[config.mk]
export PLATFORM = sky130hd
export DESIGN_NAME = slc_top
export DESIGN_NICKNAME = d
export VERILOG_FILES = /design/src/design/slc_pkg.sv /design/src/design/slc_div.sv /design/src/design/slc_lin_map.sv /design/src/design/slc_top.sv
export SDC_FILE = /design/constraint.sdc
export NUM_CORES = 1
export LEC_CHECK = 0
export ABC_AREA = 1
export BUFFER_PORTS_ARGS = -buffer_cell sky130_fd_sc_hd__buf_4
export CORE_UTILIZATION = 47
export CTS_CLUSTER_DIAMETER = 200
export DETAILED_ROUTE_END_ITERATION = 8
export PLACE_DENSITY = 0.65
export SETUP_SLACK_MARGIN = 0.1
export SYNTH_ARGS = -nofsm -noshare
export SYNTH_HDL_FRONTEND = slang
export SYNTH_HIERARCHICAL = 1
export SYNTH_SLANG_ARGS = --single-unit
export TNS_END_PERCENT = 5
[constraint.sdc]
create_clock -name sys_clk_in -period 2.78 [get_ports sys_clk_in]
set_clock_uncertainty 0.1 [all_clocks]
set_input_delay 0.139 -clock sys_clk_in [delete_from_list [all_inputs] [get_ports sys_clk_in]]
set_output_delay 0.139 -clock sys_clk_in [all_outputs]
set_load 0.1 [all_outputs]
[src/design/slc_pkg.sv]
// shared constants for the synthesizer loop configuration registers
package slc_pkg;
    // bus widths
    localparam int ADDR_W = 8;
    localparam int DATA_W = 8;

    // register byte addresses
    localparam logic [7:0] ADDR_PRESC_LO = 8'h56;
    localparam logic [7:0] ADDR_PRESC_HI = 8'h57;
    localparam logic [7:0] ADDR_CP_CTRL  = 8'h58;
    localparam logic [7:0] ADDR_EN_CTRL  = 8'h59;
    localparam logic [7:0] ADDR_RES_CTRL = 8'h5A;
    localparam logic [7:0] ADDR_CAP_CTRL = 8'h5B;

    // power-on values
    localparam logic [7:0] RST_PRESC_LO = 8'h78;
    localparam logic [7:0] RST_PRESC_HI = 8'h40;
    localparam logic [7:0] RST_CP_CTRL  = 8'h12;
    localparam logic [7:0] RST_EN_CTRL  = 8'h41;
    localparam logic [7:0] RST_RES_CTRL = 8'h2F;
    localparam logic [7:0] RST_CAP_CTRL = 8'h27;

    // writable bits; bit 7 of the last three is unimplemented
    localparam logic [7:0] WMASK_FULL = 8'hFF;
    localparam logic [7:0] WMASK_LOW7 = 8'h7F;

    // field positions
    localparam int PRESC_HI_LSB = 0;
    localparam int PRESC_HI_W   = 4;
    localparam int CP_CODE_LSB  = 0;
    localparam int CP_CODE_W    = 4;
    localparam int EN_SYNTH_BIT = 1;
    localparam int EN_REFDV_BIT = 4;
    localparam int LF_CODE_LSB  = 0;
    localparam int LF_CODE_W    = 5;
    localparam int UNIMPL_BIT   = 7;

    // divider widths and limits
    localparam int FB_RATIO_W  = 12;
    localparam int REF_RATIO_W = 10;
    localparam logic [11:0] FB_RATIO_ONE  = 12'h001;
    localparam logic [9:0]  REF_RATIO_ONE = 10'h001;
    localparam logic [9:0]  REF_RATIO_BAD = 10'h002;

    // analog scale for the bias and loop-filter readouts
    localparam int CP_UA_W      = 9;
    localparam int CP_BASE_UA   = 0;
    localparam int CP_STEP_UA   = 25;
    localparam int LF_VAL_W     = 10;
    localparam int RES_BASE     = 0;
    localparam int RES_STEP     = 1;
    localparam int CAP_BASE     = 0;
    localparam int CAP_STEP     = 1;
endpackage

[src/design/slc_div.sv]
// tick divider: one output pulse per ratio input pulses
`timescale 1ns/1ps
module slc_div
    import slc_pkg::*;
#(
    parameter int W = 12
) (
    // clock and reset
    input  wire logic         clk_in,
    input  wire logic         srst_in,
    // control
    input  wire logic         en_in,
    input  wire logic [W-1:0] ratio_in,
    // ticks
    input  wire logic         tick_in,
    output logic              tick_out
);
    logic [W-1:0] cnt_q;
    wire          pass_thru = (ratio_in < W'(2));
    wire          last_cnt  = (cnt_q >= ratio_in - W'(1));

    always_ff @(posedge clk_in) begin
        if (srst_in || !en_in) begin
            cnt_q    <= '0;
            tick_out <= 1'b0;
        end else if (pass_thru) begin
            // codes zero and one both divide by one
            cnt_q    <= '0;
            tick_out <= tick_in;
        end else if (tick_in) begin
            cnt_q    <= last_cnt ? '0 : cnt_q + W'(1);
            tick_out <= last_cnt;
        end else begin
            tick_out <= 1'b0;
        end
    end
endmodule

[src/design/slc_lin_map.sv]
// linear code-to-value map, registered
`timescale 1ns/1ps
module slc_lin_map
    import slc_pkg::*;
#(
    parameter int CW   = 5,
    parameter int VW   = 10,
    parameter int BASE = 0,
    parameter int STEP = 1
) (
    // clock and reset
    input  wire logic          clk_in,
    input  wire logic          srst_in,
    // code in, value out
    input  wire logic [CW-1:0] code_in,
    output logic      [VW-1:0] value_out
);
    wire [VW-1:0] scaled = VW'(code_in) * VW'(STEP) + VW'(BASE);

    always_ff @(posedge clk_in) begin
        if (srst_in) begin
            value_out <= VW'(BASE);
        end else begin
            value_out <= scaled;
        end
    end
endmodule

[src/design/slc_top.sv]
// synthesizer loop configuration registers and divider control
//
// Behaviour
// codes 2..4095 divide oscillator ticks by N
// codes 0 and 1 pass oscillator unchanged
// charge-pump code linear, 25 uA steps, default 0010
// enable bit 4 enables reference divider, else bypass
// enable bit 1 switches synthesizer on
// software keeps factory trim bits unchanged
// bit 7 of 0x59-0x5B reads zero
// resistor code bits 4-0, default 01111
// series capacitor code bits 4-0, default 00111
// resistance grows linearly with code
// software picks loop codes for comparison rate
// software sets divider enable for reference ratio
// fields reset to defaults, hold until written
`timescale 1ns/1ps
module slc_top
    import slc_pkg::*;
(
    // clock and reset
    input  wire logic                   sys_clk_in,
    input  wire logic                   srst_in,
    // register port
    input  wire logic [ADDR_W-1:0]      reg_addr_in,
    input  wire logic [DATA_W-1:0]      reg_wdata_in,
    input  wire logic                   reg_wr_in,
    input  wire logic                   reg_rd_in,
    output logic      [DATA_W-1:0]      reg_rdata_out,
    // loop clock ticks
    input  wire logic                   osc_tick_in,
    input  wire logic                   ref_tick_in,
    input  wire logic [REF_RATIO_W-1:0] reference_divide_ratio_in,
    output logic                        fb_tick_out,
    output logic                        pfd_ref_tick_out,
    // control to the analog loop
    output logic                        synth_enable_out,
    output logic                        reference_divider_enable_out,
    output logic      [FB_RATIO_W-1:0]  feedback_divide_ratio_out,
    output logic      [CP_CODE_W-1:0]   charge_pump_current_code_out,
    output logic      [CP_UA_W-1:0]     charge_pump_current_ua_out,
    output logic      [LF_CODE_W-1:0]   loop_filter_resistor_code_out,
    output logic      [LF_CODE_W-1:0]   loop_filter_series_cap_code_out,
    output logic      [LF_VAL_W-1:0]    loop_filter_res_value_out,
    output logic      [LF_VAL_W-1:0]    loop_filter_cap_value_out
);

    ////////////////////////////////////////////////////////////////
    // register storage

    logic [DATA_W-1:0] presc_lo_q;
    logic [DATA_W-1:0] presc_hi_q;
    logic [DATA_W-1:0] charge_pump_control_q;
    logic [DATA_W-1:0] synth_enable_control_one_q;
    logic [DATA_W-1:0] loop_filter_resistor_q;
    logic [DATA_W-1:0] loop_filter_series_cap_q;
    logic [FB_RATIO_W-1:0] fb_ratio_q;

    ////////////////////////////////////////////////////////////////
    // address decode

    wire hit_presc_lo = (reg_addr_in == ADDR_PRESC_LO);
    wire hit_presc_hi = (reg_addr_in == ADDR_PRESC_HI);
    wire hit_cp       = (reg_addr_in == ADDR_CP_CTRL);
    wire hit_en       = (reg_addr_in == ADDR_EN_CTRL);
    wire hit_res      = (reg_addr_in == ADDR_RES_CTRL);
    wire hit_cap      = (reg_addr_in == ADDR_CAP_CTRL);

    wire wr_presc_lo  = reg_wr_in && hit_presc_lo;
    wire wr_presc_hi  = reg_wr_in && hit_presc_hi;
    wire wr_cp        = reg_wr_in && hit_cp;
    wire wr_en        = reg_wr_in && hit_en;
    wire wr_res       = reg_wr_in && hit_res;
    wire wr_cap       = reg_wr_in && hit_cap;

    // unimplemented top bit is masked on the way in
    wire [DATA_W-1:0] wdata_low7 = reg_wdata_in & WMASK_LOW7;
    wire [DATA_W-1:0] wdata_full = reg_wdata_in & WMASK_FULL;

    ////////////////////////////////////////////////////////////////
    // register writes
    // trim bits stay writable; keeping them is left to software

    always_ff @(posedge sys_clk_in) begin
        if (srst_in) begin
            presc_lo_q                 <= RST_PRESC_LO;
            presc_hi_q                 <= RST_PRESC_HI;
            charge_pump_control_q      <= RST_CP_CTRL;
            synth_enable_control_one_q <= RST_EN_CTRL;
            loop_filter_resistor_q     <= RST_RES_CTRL;
            loop_filter_series_cap_q   <= RST_CAP_CTRL;
        end else begin
            if (wr_presc_lo) begin
                presc_lo_q <= wdata_full;
            end
            if (wr_presc_hi) begin
                presc_hi_q <= wdata_full;
            end
            if (wr_cp) begin
                charge_pump_control_q <= wdata_full;
            end
            if (wr_en) begin
                synth_enable_control_one_q <= wdata_low7;
            end
            if (wr_res) begin
                loop_filter_resistor_q <= wdata_low7;
            end
            if (wr_cap) begin
                loop_filter_series_cap_q <= wdata_low7;
            end
        end
    end

    ////////////////////////////////////////////////////////////////
    // read back

    wire any_hit = hit_presc_lo || hit_presc_hi || hit_cp
                || hit_en || hit_res || hit_cap;

    wire [DATA_W-1:0] rd_mux =
          hit_presc_lo ? presc_lo_q
        : hit_presc_hi ? presc_hi_q
        : hit_cp       ? charge_pump_control_q
        : hit_en       ? synth_enable_control_one_q
        : hit_res      ? loop_filter_resistor_q
        : hit_cap      ? loop_filter_series_cap_q
        : '0;

    // data stands one cycle only; unmapped reads return zero
    wire [DATA_W-1:0] rdata_d = (reg_rd_in && any_hit) ? rd_mux : '0;

    always_ff @(posedge sys_clk_in) begin
        if (srst_in) begin
            reg_rdata_out <= '0;
        end else begin
            reg_rdata_out <= rdata_d;
        end
    end

    ////////////////////////////////////////////////////////////////
    // field extraction

    wire [PRESC_HI_W-1:0] presc_hi_code =
        presc_hi_q[PRESC_HI_LSB +: PRESC_HI_W];
    wire [FB_RATIO_W-1:0] presc_code = {presc_hi_code, presc_lo_q};

    wire [CP_CODE_W-1:0] cp_code =
        charge_pump_control_q[CP_CODE_LSB +: CP_CODE_W];
    wire [LF_CODE_W-1:0] res_code =
        loop_filter_resistor_q[LF_CODE_LSB +: LF_CODE_W];
    wire [LF_CODE_W-1:0] cap_code =
        loop_filter_series_cap_q[LF_CODE_LSB +: LF_CODE_W];

    wire synth_en  = synth_enable_control_one_q[EN_SYNTH_BIT];
    wire refdiv_en = synth_enable_control_one_q[EN_REFDV_BIT];

    ////////////////////////////////////////////////////////////////
    // effective divide ratios

    // zero and one both mean divide by one
    wire [FB_RATIO_W-1:0] fb_ratio_d =
        (presc_code < FB_RATIO_W'(2)) ? FB_RATIO_ONE : presc_code;

    // ratio two is unsupported and behaves as a bypass
    wire ref_bypass = !refdiv_en
                   || (reference_divide_ratio_in == REF_RATIO_BAD);
    wire [REF_RATIO_W-1:0] ref_ratio_eff =
        ref_bypass ? REF_RATIO_ONE : reference_divide_ratio_in;

    always_ff @(posedge sys_clk_in) begin
        if (srst_in) begin
            fb_ratio_q <= FB_RATIO_ONE;
        end else begin
            fb_ratio_q <= fb_ratio_d;
        end
    end

    ////////////////////////////////////////////////////////////////
    // dividers; both stop while the synthesizer is off

    slc_div #(
        .W (FB_RATIO_W)
    ) u_fb_div (
        .clk_in   (sys_clk_in),
        .srst_in  (srst_in),
        .en_in    (synth_en),
        .ratio_in (presc_code),
        .tick_in  (osc_tick_in),
        .tick_out (fb_tick_out)
    );

    slc_div #(
        .W (REF_RATIO_W)
    ) u_ref_div (
        .clk_in   (sys_clk_in),
        .srst_in  (srst_in),
        .en_in    (synth_en),
        .ratio_in (ref_ratio_eff),
        .tick_in  (ref_tick_in),
        .tick_out (pfd_ref_tick_out)
    );

    ////////////////////////////////////////////////////////////////
    // analog readouts

    slc_lin_map #(
        .CW   (CP_CODE_W),
        .VW   (CP_UA_W),
        .BASE (CP_BASE_UA),
        .STEP (CP_STEP_UA)
    ) u_cp_map (
        .clk_in    (sys_clk_in),
        .srst_in   (srst_in),
        .code_in   (cp_code),
        .value_out (charge_pump_current_ua_out)
    );

    slc_lin_map #(
        .CW   (LF_CODE_W),
        .VW   (LF_VAL_W),
        .BASE (RES_BASE),
        .STEP (RES_STEP)
    ) u_res_map (
        .clk_in    (sys_clk_in),
        .srst_in   (srst_in),
        .code_in   (res_code),
        .value_out (loop_filter_res_value_out)
    );

    slc_lin_map #(
        .CW   (LF_CODE_W),
        .VW   (LF_VAL_W),
        .BASE (CAP_BASE),
        .STEP (CAP_STEP)
    ) u_cap_map (
        .clk_in    (sys_clk_in),
        .srst_in   (srst_in),
        .code_in   (cap_code),
        .value_out (loop_filter_cap_value_out)
    );

    ////////////////////////////////////////////////////////////////
    // control outputs straight from the register bits; the feedback ratio comes through fb_ratio_q

    assign synth_enable_out                = synth_en;
    assign reference_divider_enable_out    = refdiv_en;
    assign feedback_divide_ratio_out       = fb_ratio_q;
    assign charge_pump_current_code_out    = cp_code;
    assign loop_filter_resistor_code_out   = res_code;
    assign loop_filter_series_cap_code_out = cap_code;
endmodule

==> results of run 1 <==
[report_power, final]
part	internal, mW	switching [mW]	total (mW)
clock	0.668	0.558	1.23
combinational	0.0736	0.254	0.328
sequential	1.56	0.00457	1.56
total	2.30	0.817	3.12
[sequential cells by signal, indices dropped and copies added, names as in the netlist]
name / cells
u_ref_div/tick_out: 1
charge_pump_control_q: 8
presc_hi_q: 8
loop_filter_series_cap_q: 7
u_fb_div/tick_out: 1
presc_lo_q: 8
loop_filter_resistor_q: 7
feedback_divide_ratio_out: 12
u_res_map/value_out: 5
reg_rdata_out: 8
u_cp_map/value_out: 9
u_ref_div/cnt_q: 10
synth_enable_control_one_q: 7
u_cap_map/value_out: 5
u_fb_div/cnt_q: 12
[layout by cell type, fill, tap and decap left out, types with 11 or more instances in the layout]
cell type  instances
xnor2_1           11
nor2_1           110
xor2_1            22
dfxtp_1          107
nor2_2            15
o21ai_1           21
buf_4             97
ha_1              35
nand2_1          126
nand3_1           72
a21oi_1           34
inv_1            137
[timing repair]
action | CTS | global route
buffers inserted | 0 | 3
endpoints found under the setup margin | 0 | 12
gates resized for setup | 0 | 18
hold buffers | 7 | 0
endpoints found under the hold margin | 14 | 0
[worst paths after layout]
| check | startpoint | cells after the start | end |
|---|---|---|---|
| worst max register to register | synth_enable_control_one_q[4] | 17 | u_ref_div/cnt_q[9] |
| worst min register to register | loop_filter_series_cap_q[4] | 2 | u_cap_map/value_out[4] |
| worst max-delay path | reference_divide_ratio_in[5] | 20 | u_ref_div/cnt_q[9] |
| worst min-delay path | reg_wdata_in[0] | 3 | synth_enable_control_one_q[0] |
[routing by layer]
metal	track usage [%]	share of wire [%]
met1	27.66	44
met2	38.83	49
met3	3.917	4.7
met4	8.312	2.1
met5	0	0
[per-stage QoR]
step	area, µm²	setup slack (ns)	instances	TNS (ns)
finish	7093	0.2515	1072	0
global route	7093	0.08831	1072	0
CTS	6984	0.1751	1068	0
detailed placement	6625	-0.1763	1045	-1.632
global placement	6625	-0.008570	1045	-0.008570
floorplan	6003	0.1299	826	0
[critical path: stages]
cell and delay (ns):
buf_4 0.10, inv_1 0.07, nand2_1 0.07, nor3_2 0.13, nand4_1 0.24, buf_4 0.22, nand3_1 0.06, inv_1 0.09
ha_1 0.25, nand2_1 0.12, xor2_1 0.20, inv_1 0.07, ha_1 0.27, nand2_1 0.05, nor2_2 0.11, nand3_1 0.09
nand3_2 0.11, nand2_4 0.09, nand2_8 0.11, nor2_2 0.05
[final cells by class]
| cell class | count | area share, % |
|---|---|---|
| clock inverters | 4 | 0.4410 |
| repair buffers | 104 | 11.25 |
| flip-flops and latches | 108 | 30.53 |
| multi-input cells | 533 | 43.61 |
| clock buffers | 12 | 3.634 |
| inverters | 143 | 7.567 |
| well taps | 168 | 2.963 |
[logic make-up (layout without fill, tap and decap cells)]
family / count (synthesis) / in the layout
simple gates: 374 / 375
buf+inv: 186 / 263
flops: 108 / 108
compound gates: 76 / 76
fa+ha+maj: 37 / 37
xor+xnor: 33 / 33
other cells: 2 / 10
mux: 2 / 2
==> out/summary.txt, run 1 <==
io pins = 99
hpwl dp = 10.73 mm
Leak Pwr = 3.555 nW
Post-Route Utilization = 58.08%
initial antenna violation count = 0
Post-Synth Adder-Cell Area = 7.881%
Root Driver = clkbuf_16
Hold WC Path Type = in2reg
area grow syn2layout = 18.82%
Async SR Flop Fraction = 0%
vias per inst = 4.874
Post-synth EDFFs = 0
worst vdd ir = 0.0002828 V
CP required = 2.92 ns
layout cell share with drive strength beyond 1 = 19.36%
Initial Util = 48.88%
status = finished, final reports clean
Critical Path Sink Type = flop
CTS tree = built
Max Clock Freq = 0.3955 GHz
RSZ-0062 raised after global routing = true
# fillers = 1168
drt wl/cell = 13.27 µm
Post-Syn Area per Cell = 7.298 µm²
Setup Crit Path Kind = in2reg
DR iter-0 viols = 340
total power = 3.117 mW
Final nets = 968
Multi-input gate area = 0.003093 mm²
gate count after technology mapping = 818
Final Setup Violations = 0
largest family of logic cells by synthesized area = simple AND/OR/NAND/NOR gates
RD Place Congestion = 0.9120
Max Slew Vio Count = 0
Final Critical Period = 2.529 ns
DR pass1 iterations = 7
TritonCTS Buffers = 9
number of nets still failing antenna checks after routing = 0
simple-gate share of the synthesized area = 29.49%
Seq/Total Area, Yosys = 36.22%
total of max-cap violations = 0
Data arrival, critical path = 2.66 ns
Routed WL = 14.22 mm
Yosys cell types = 43
Total GRT Usage = 22.33%
Reg area = 0.002166 mm²
n_diodes = 0
Worst Hold Margin = 0.01181 ns
CP max FO = 5
XOR/XNOR Fraction of Synth Area = 4.842%
Sink Count = 108
crit share post-route = 90.95%
dominant cell type by area after synthesis = dfxtp_1
area of the core = 0.01221 mm²
Critical Path Source Type = input port
synth top area cells = dfxtp_1, inv_1, nand2_1
final hold violation count = 0
Die H = 114.7 µm
via count = 5225
top-count cell post-synth = inv_1
# rows = 40
largest net degree at the start of global routing = 33
clk buf depth = 2
mux cell area share after synthesis = 0.3354%
grt total ovfl = 0
register bit total from synthesis = 108
FF-to-FF setup slack = 0.33 ns
PwrDens = 439.4 mW/mm²
Worst-Skew Late Latency = 0.34 ns
number of global-route vias before repair = 4854
Synth top area share = 36.22%
die area = 0.01316 mm²
primary flip-flop cell chosen by synthesis mapping = dfxtp_1
Synth Cell Area = 0.005969 mm²
Post-synth top cells = inv_1, nand2_1, nor2_1, dfxtp_1, nand3_1
complex-gate fraction of the synthesized area = 7.189%
Yosys warning count = 6
CTS H-tree depth = 3
clock slew at reported path FFs = 0.07 ns
first-pass GRT wire length = 22.82 mm
Port Buf Inserts = 88
Die Width = 114.7 µm
DRC viols = 0
No activity file was read; power rests on OpenSTA's default activity.
==> inputs of run 2 (changes only) <==
- ABC_AREA: 1 -> default
- PLACE_DENSITY: 0.65 -> 0.66
==> run 2 against run 1 <==
The flow now finishes with violations (design-rule violations, negative setup slack). Non-clock buffer count up 14. Combinational power down 2%. Core utilization up 1.3 points. Sequential share of layout area up 0.86 points. Cell area down 2.7%. Die area down 4.6%. Synthesized cell count down 28%. Register-to-register slack worse by 0.43 ns. Critical path type is now reg2reg. Largest power group unchanged.
==> out/summary.txt, run 2 <==
status = complete, but fails checks
failing checks = design-rule violations, negative setup slack
Initial Util = 49.02% (+0.14 points)
RD Place Congestion = 0.8246 (-9.6%)
CTS tree = built
DRC viols = 5 (+5)
hpwl dp = 9.300 mm (-13%)
Routed WL = 12.52 mm (-12%)
Yosys cell types = 63 (+47%)
Setup Crit Path Kind = reg2reg
layout cell share with drive strength beyond 1 = 25.22% (+5.9 points)
grt total ovfl = 0 (unchanged)
Synth Cell Area = 0.005693 mm² (-4.6%)
Final nets = 750 (-23%)
clock slew at reported path FFs = 0.08 ns (about the same)
Post-synth EDFFs = 0 (unchanged)
Sink Count = 108 (unchanged)
Data arrival, critical path = 3.02 ns (+0.36 ns)
largest net degree at the start of global routing = 88 (+170%)
Top Usage Layer GRT = met2
met3 usage = 5.022% (+1.1 points)
initial antenna violation count = 0 (unchanged)
top-count cell post-synth = dfxtp_1
die area = 0.01256 mm² (-4.6%)
# fillers = 1030 (-12%)
Max Slew Vio Count = 0 (unchanged)
via count = 4351 (-17%)
area of the core = 0.01161 mm² (-4.9%)
DR pass1 iterations = 6 (-1)
Worst Hold Margin = 0.02965 ns (+0.01784 ns)
clk buf depth = 2 (unchanged)
drt wl/cell = 15.10 µm (+14%)
CTS H-tree depth = 3 (unchanged)
Final Setup Violations = 8 (+8)
dominant cell type by area after synthesis = dfxtp_1
Hold WC Path Type = in2reg
Final Critical Period = 2.881 ns (+0.3528 ns)
area grow syn2layout = 21.19%
# rows = 39 (-2.5%)
Post-Route Utilization = 59.41% (+1.3 points)
met1 Usage GRT = 25.37% (-2.3 points)
register bit total from synthesis = 108 (unchanged)
M2 GR Usage = 37.06% (-1.8 points)
Multi-input gate area = 0.003237 mm² (+4.7%)
Critical Path Source Type = flop
Die H = 112.1 µm (-2.3%)
first-pass GRT wire length = 20.75 mm (-9.1%)
Port Buf Inserts = 88 (unchanged)
number of global-route vias before repair = 4281 (-12%)
CP required = 2.92 ns (about the same)
primary flip-flop cell chosen by synthesis mapping = dfxtp_1
Total GRT Usage = 20.80% (-1.5 points)
io pins = 99 (unchanged)
most common cell after layout, fill and taps aside = buf_4
vias per inst = 5.248 (+7.7%)
PwrDens = 463.2 mW/mm² (+5.4%)
Async SR Flop Fraction = 0% (unchanged)
Die Width = 112.1 µm (-2.3%)
number of nets still failing antenna checks after routing = 0 (unchanged)
Critical Path Sink Type = flop
synth top area cells = dfxtp_1, mux2i_1, ha_1
crit share post-route = 103.6% (+13 points)
Seq/Total Area, Yosys = 37.98% (+1.8 points)
DR iter-0 viols = 176 (-48%)
total of max-cap violations = 0 (unchanged)
commonest cells after routing, fill and taps aside = buf_4, dfxtp_1, mux2i_1
gate count after technology mapping = 587 (-28%)
n_diodes = 0 (unchanged)
Post-synth top cells = dfxtp_1, mux2i_1, nor2_1, nand2b_1, ha_1
Setup WS post-layout = -0.1013 ns (-0.3528 ns)
Root Driver = clkbuf_16
measured slew at the worst slew-check pin = 0.8011 ns
worst vdd ir = 0.0004135 V (+46%)
Leak Pwr = 3.061 nW (-14%)
Yosys warning count = 6 (unchanged)
final hold violation count = 0 (unchanged)
TritonCTS Buffers = 9 (unchanged)
Post-Syn Area per Cell = 9.698 µm² (+33%)
RSZ-0062 raised after global routing = true
Synth top area share = 37.98% (+1.8 points)
Max Clock Freq = 0.3471 GHz (-12%)
Worst-Skew Late Latency = 0.36 ns (+0.02 ns)
CP max FO = 7 (+2)
Reg area = 0.002166 mm² (unchanged)
Slew headroom = 46.59%
==> run 2: cell count changes in the layout (fill, tap and decap cells not counted), moves of 18 or more <==
cell / before / now
nor2_1: 110 / 41
nor2b_1: 0 / 30
inv_1: 137 / 27
mux2i_1: 2 / 49
a21oi_1: 34 / 15
nand3_1: 72 / 17
nand2_1: 126 / 17
o21ai_1: 21 / 3
nand2b_1: 0 / 36
==> run 2: power by group <==
group	switching (mW)	internal (mW)	total, mW
Combinational	0.232	0.0893	0.321
Clock	0.603	0.709	1.31
Sequential	0.00423	1.56	1.56
Total	0.839	2.36	3.20
==> run 2: worst max-delay path: stages, from the launching register on <==
cell and delay [ns]:
dfxtp_4 0.36, buf_4 0.13, and2_1 0.14, or4_4 0.57
nor4_2 0.21, xnor2_1 0.10, ha_1 0.30, nand4_1 0.13
a211o_1 0.26, o311a_4 0.15, o21bai_4 0.24, nor2_1 0.08
==> run 2: final timing paths <==
kind	startpoint	end	slack, ns	depth (start not counted)
max reg2reg	synth_enable_control_one_q[4]	u_ref_div/cnt_q[7]	-0.10	11
min reg2reg	loop_filter_series_cap_q[6]	loop_filter_series_cap_q[6]	0.38	2
max	synth_enable_control_one_q[4]	u_ref_div/cnt_q[7]	-0.10	11
min	reg_wdata_in[7]	presc_hi_q[7]	0.03	3
==> run 2: area by class of cell <==
| cell class | count | area share, % |
|---|---|---|
| multi-input cells | 415 | 46.92 |
| flip-flops and latches | 108 | 31.39 |
| repair buffers | 118 | 13.17 |
| clock buffers | 10 | 3.319 |
| well taps | 143 | 2.593 |
| inverters | 29 | 1.578 |
| clock inverters | 6 | 1.034 |
==> run 2: kinds of logic (layout without fill, tap and decap cells) <==
group           count (synthesis)  count (layout)  share of synthesized area, %
fa+ha+maj                      37              37                         8.264
compound gates                 52              52                         6.593
buf+inv                        72             163                         6.879
simple gates                  226             226                         23.54
xor+xnor                       34              34                         5.231
other cells                     2              10                        0.1319
flops                         108             108                         37.98
mux                            56              56                         11.38
==> run 2: stage by stage <==
step	setup WS (ns)	power, mW	instances	area [µm²]	TNS (ns)
CTS	-0.09086	3.231	828	6870	-0.5959
global route	-0.2475	3.306	829	6899	-2.678
finish	-0.1013	3.196	829	6899	-0.6766
detailed placement	-0.3802	1.909	803	6455	-3.425
floorplan	-0.4567	1.841	595	5758	-4.477
global placement	-0.2930	1.906	803	6455	-2.605
==> run 2: repair_timing <==
| item | CTS | global route |
|---|---|---|
| setup endpoints to repair | 13 | 24 |
| pin swaps | 3 | 3 |
| hold endpoints to repair | 22 | 0 |
| hold buffers | 9 | 0 |
| setup buffers | 0 | 1 |
| gates cloned | 0 | 0 |
| gates resized for setup | 6 | 5 |
==> run 2: routing by layer <==
layer / routed length (µm) / share of wire [%] / up-vias
li1: - / - / 2175
met1: 5619 / 45 / 2093
met2: 6344 / 51 / 75
met3: 450 / 3.6 / 8
met4: 103 / 0.82 / 0
met5: 0 / 0 / -
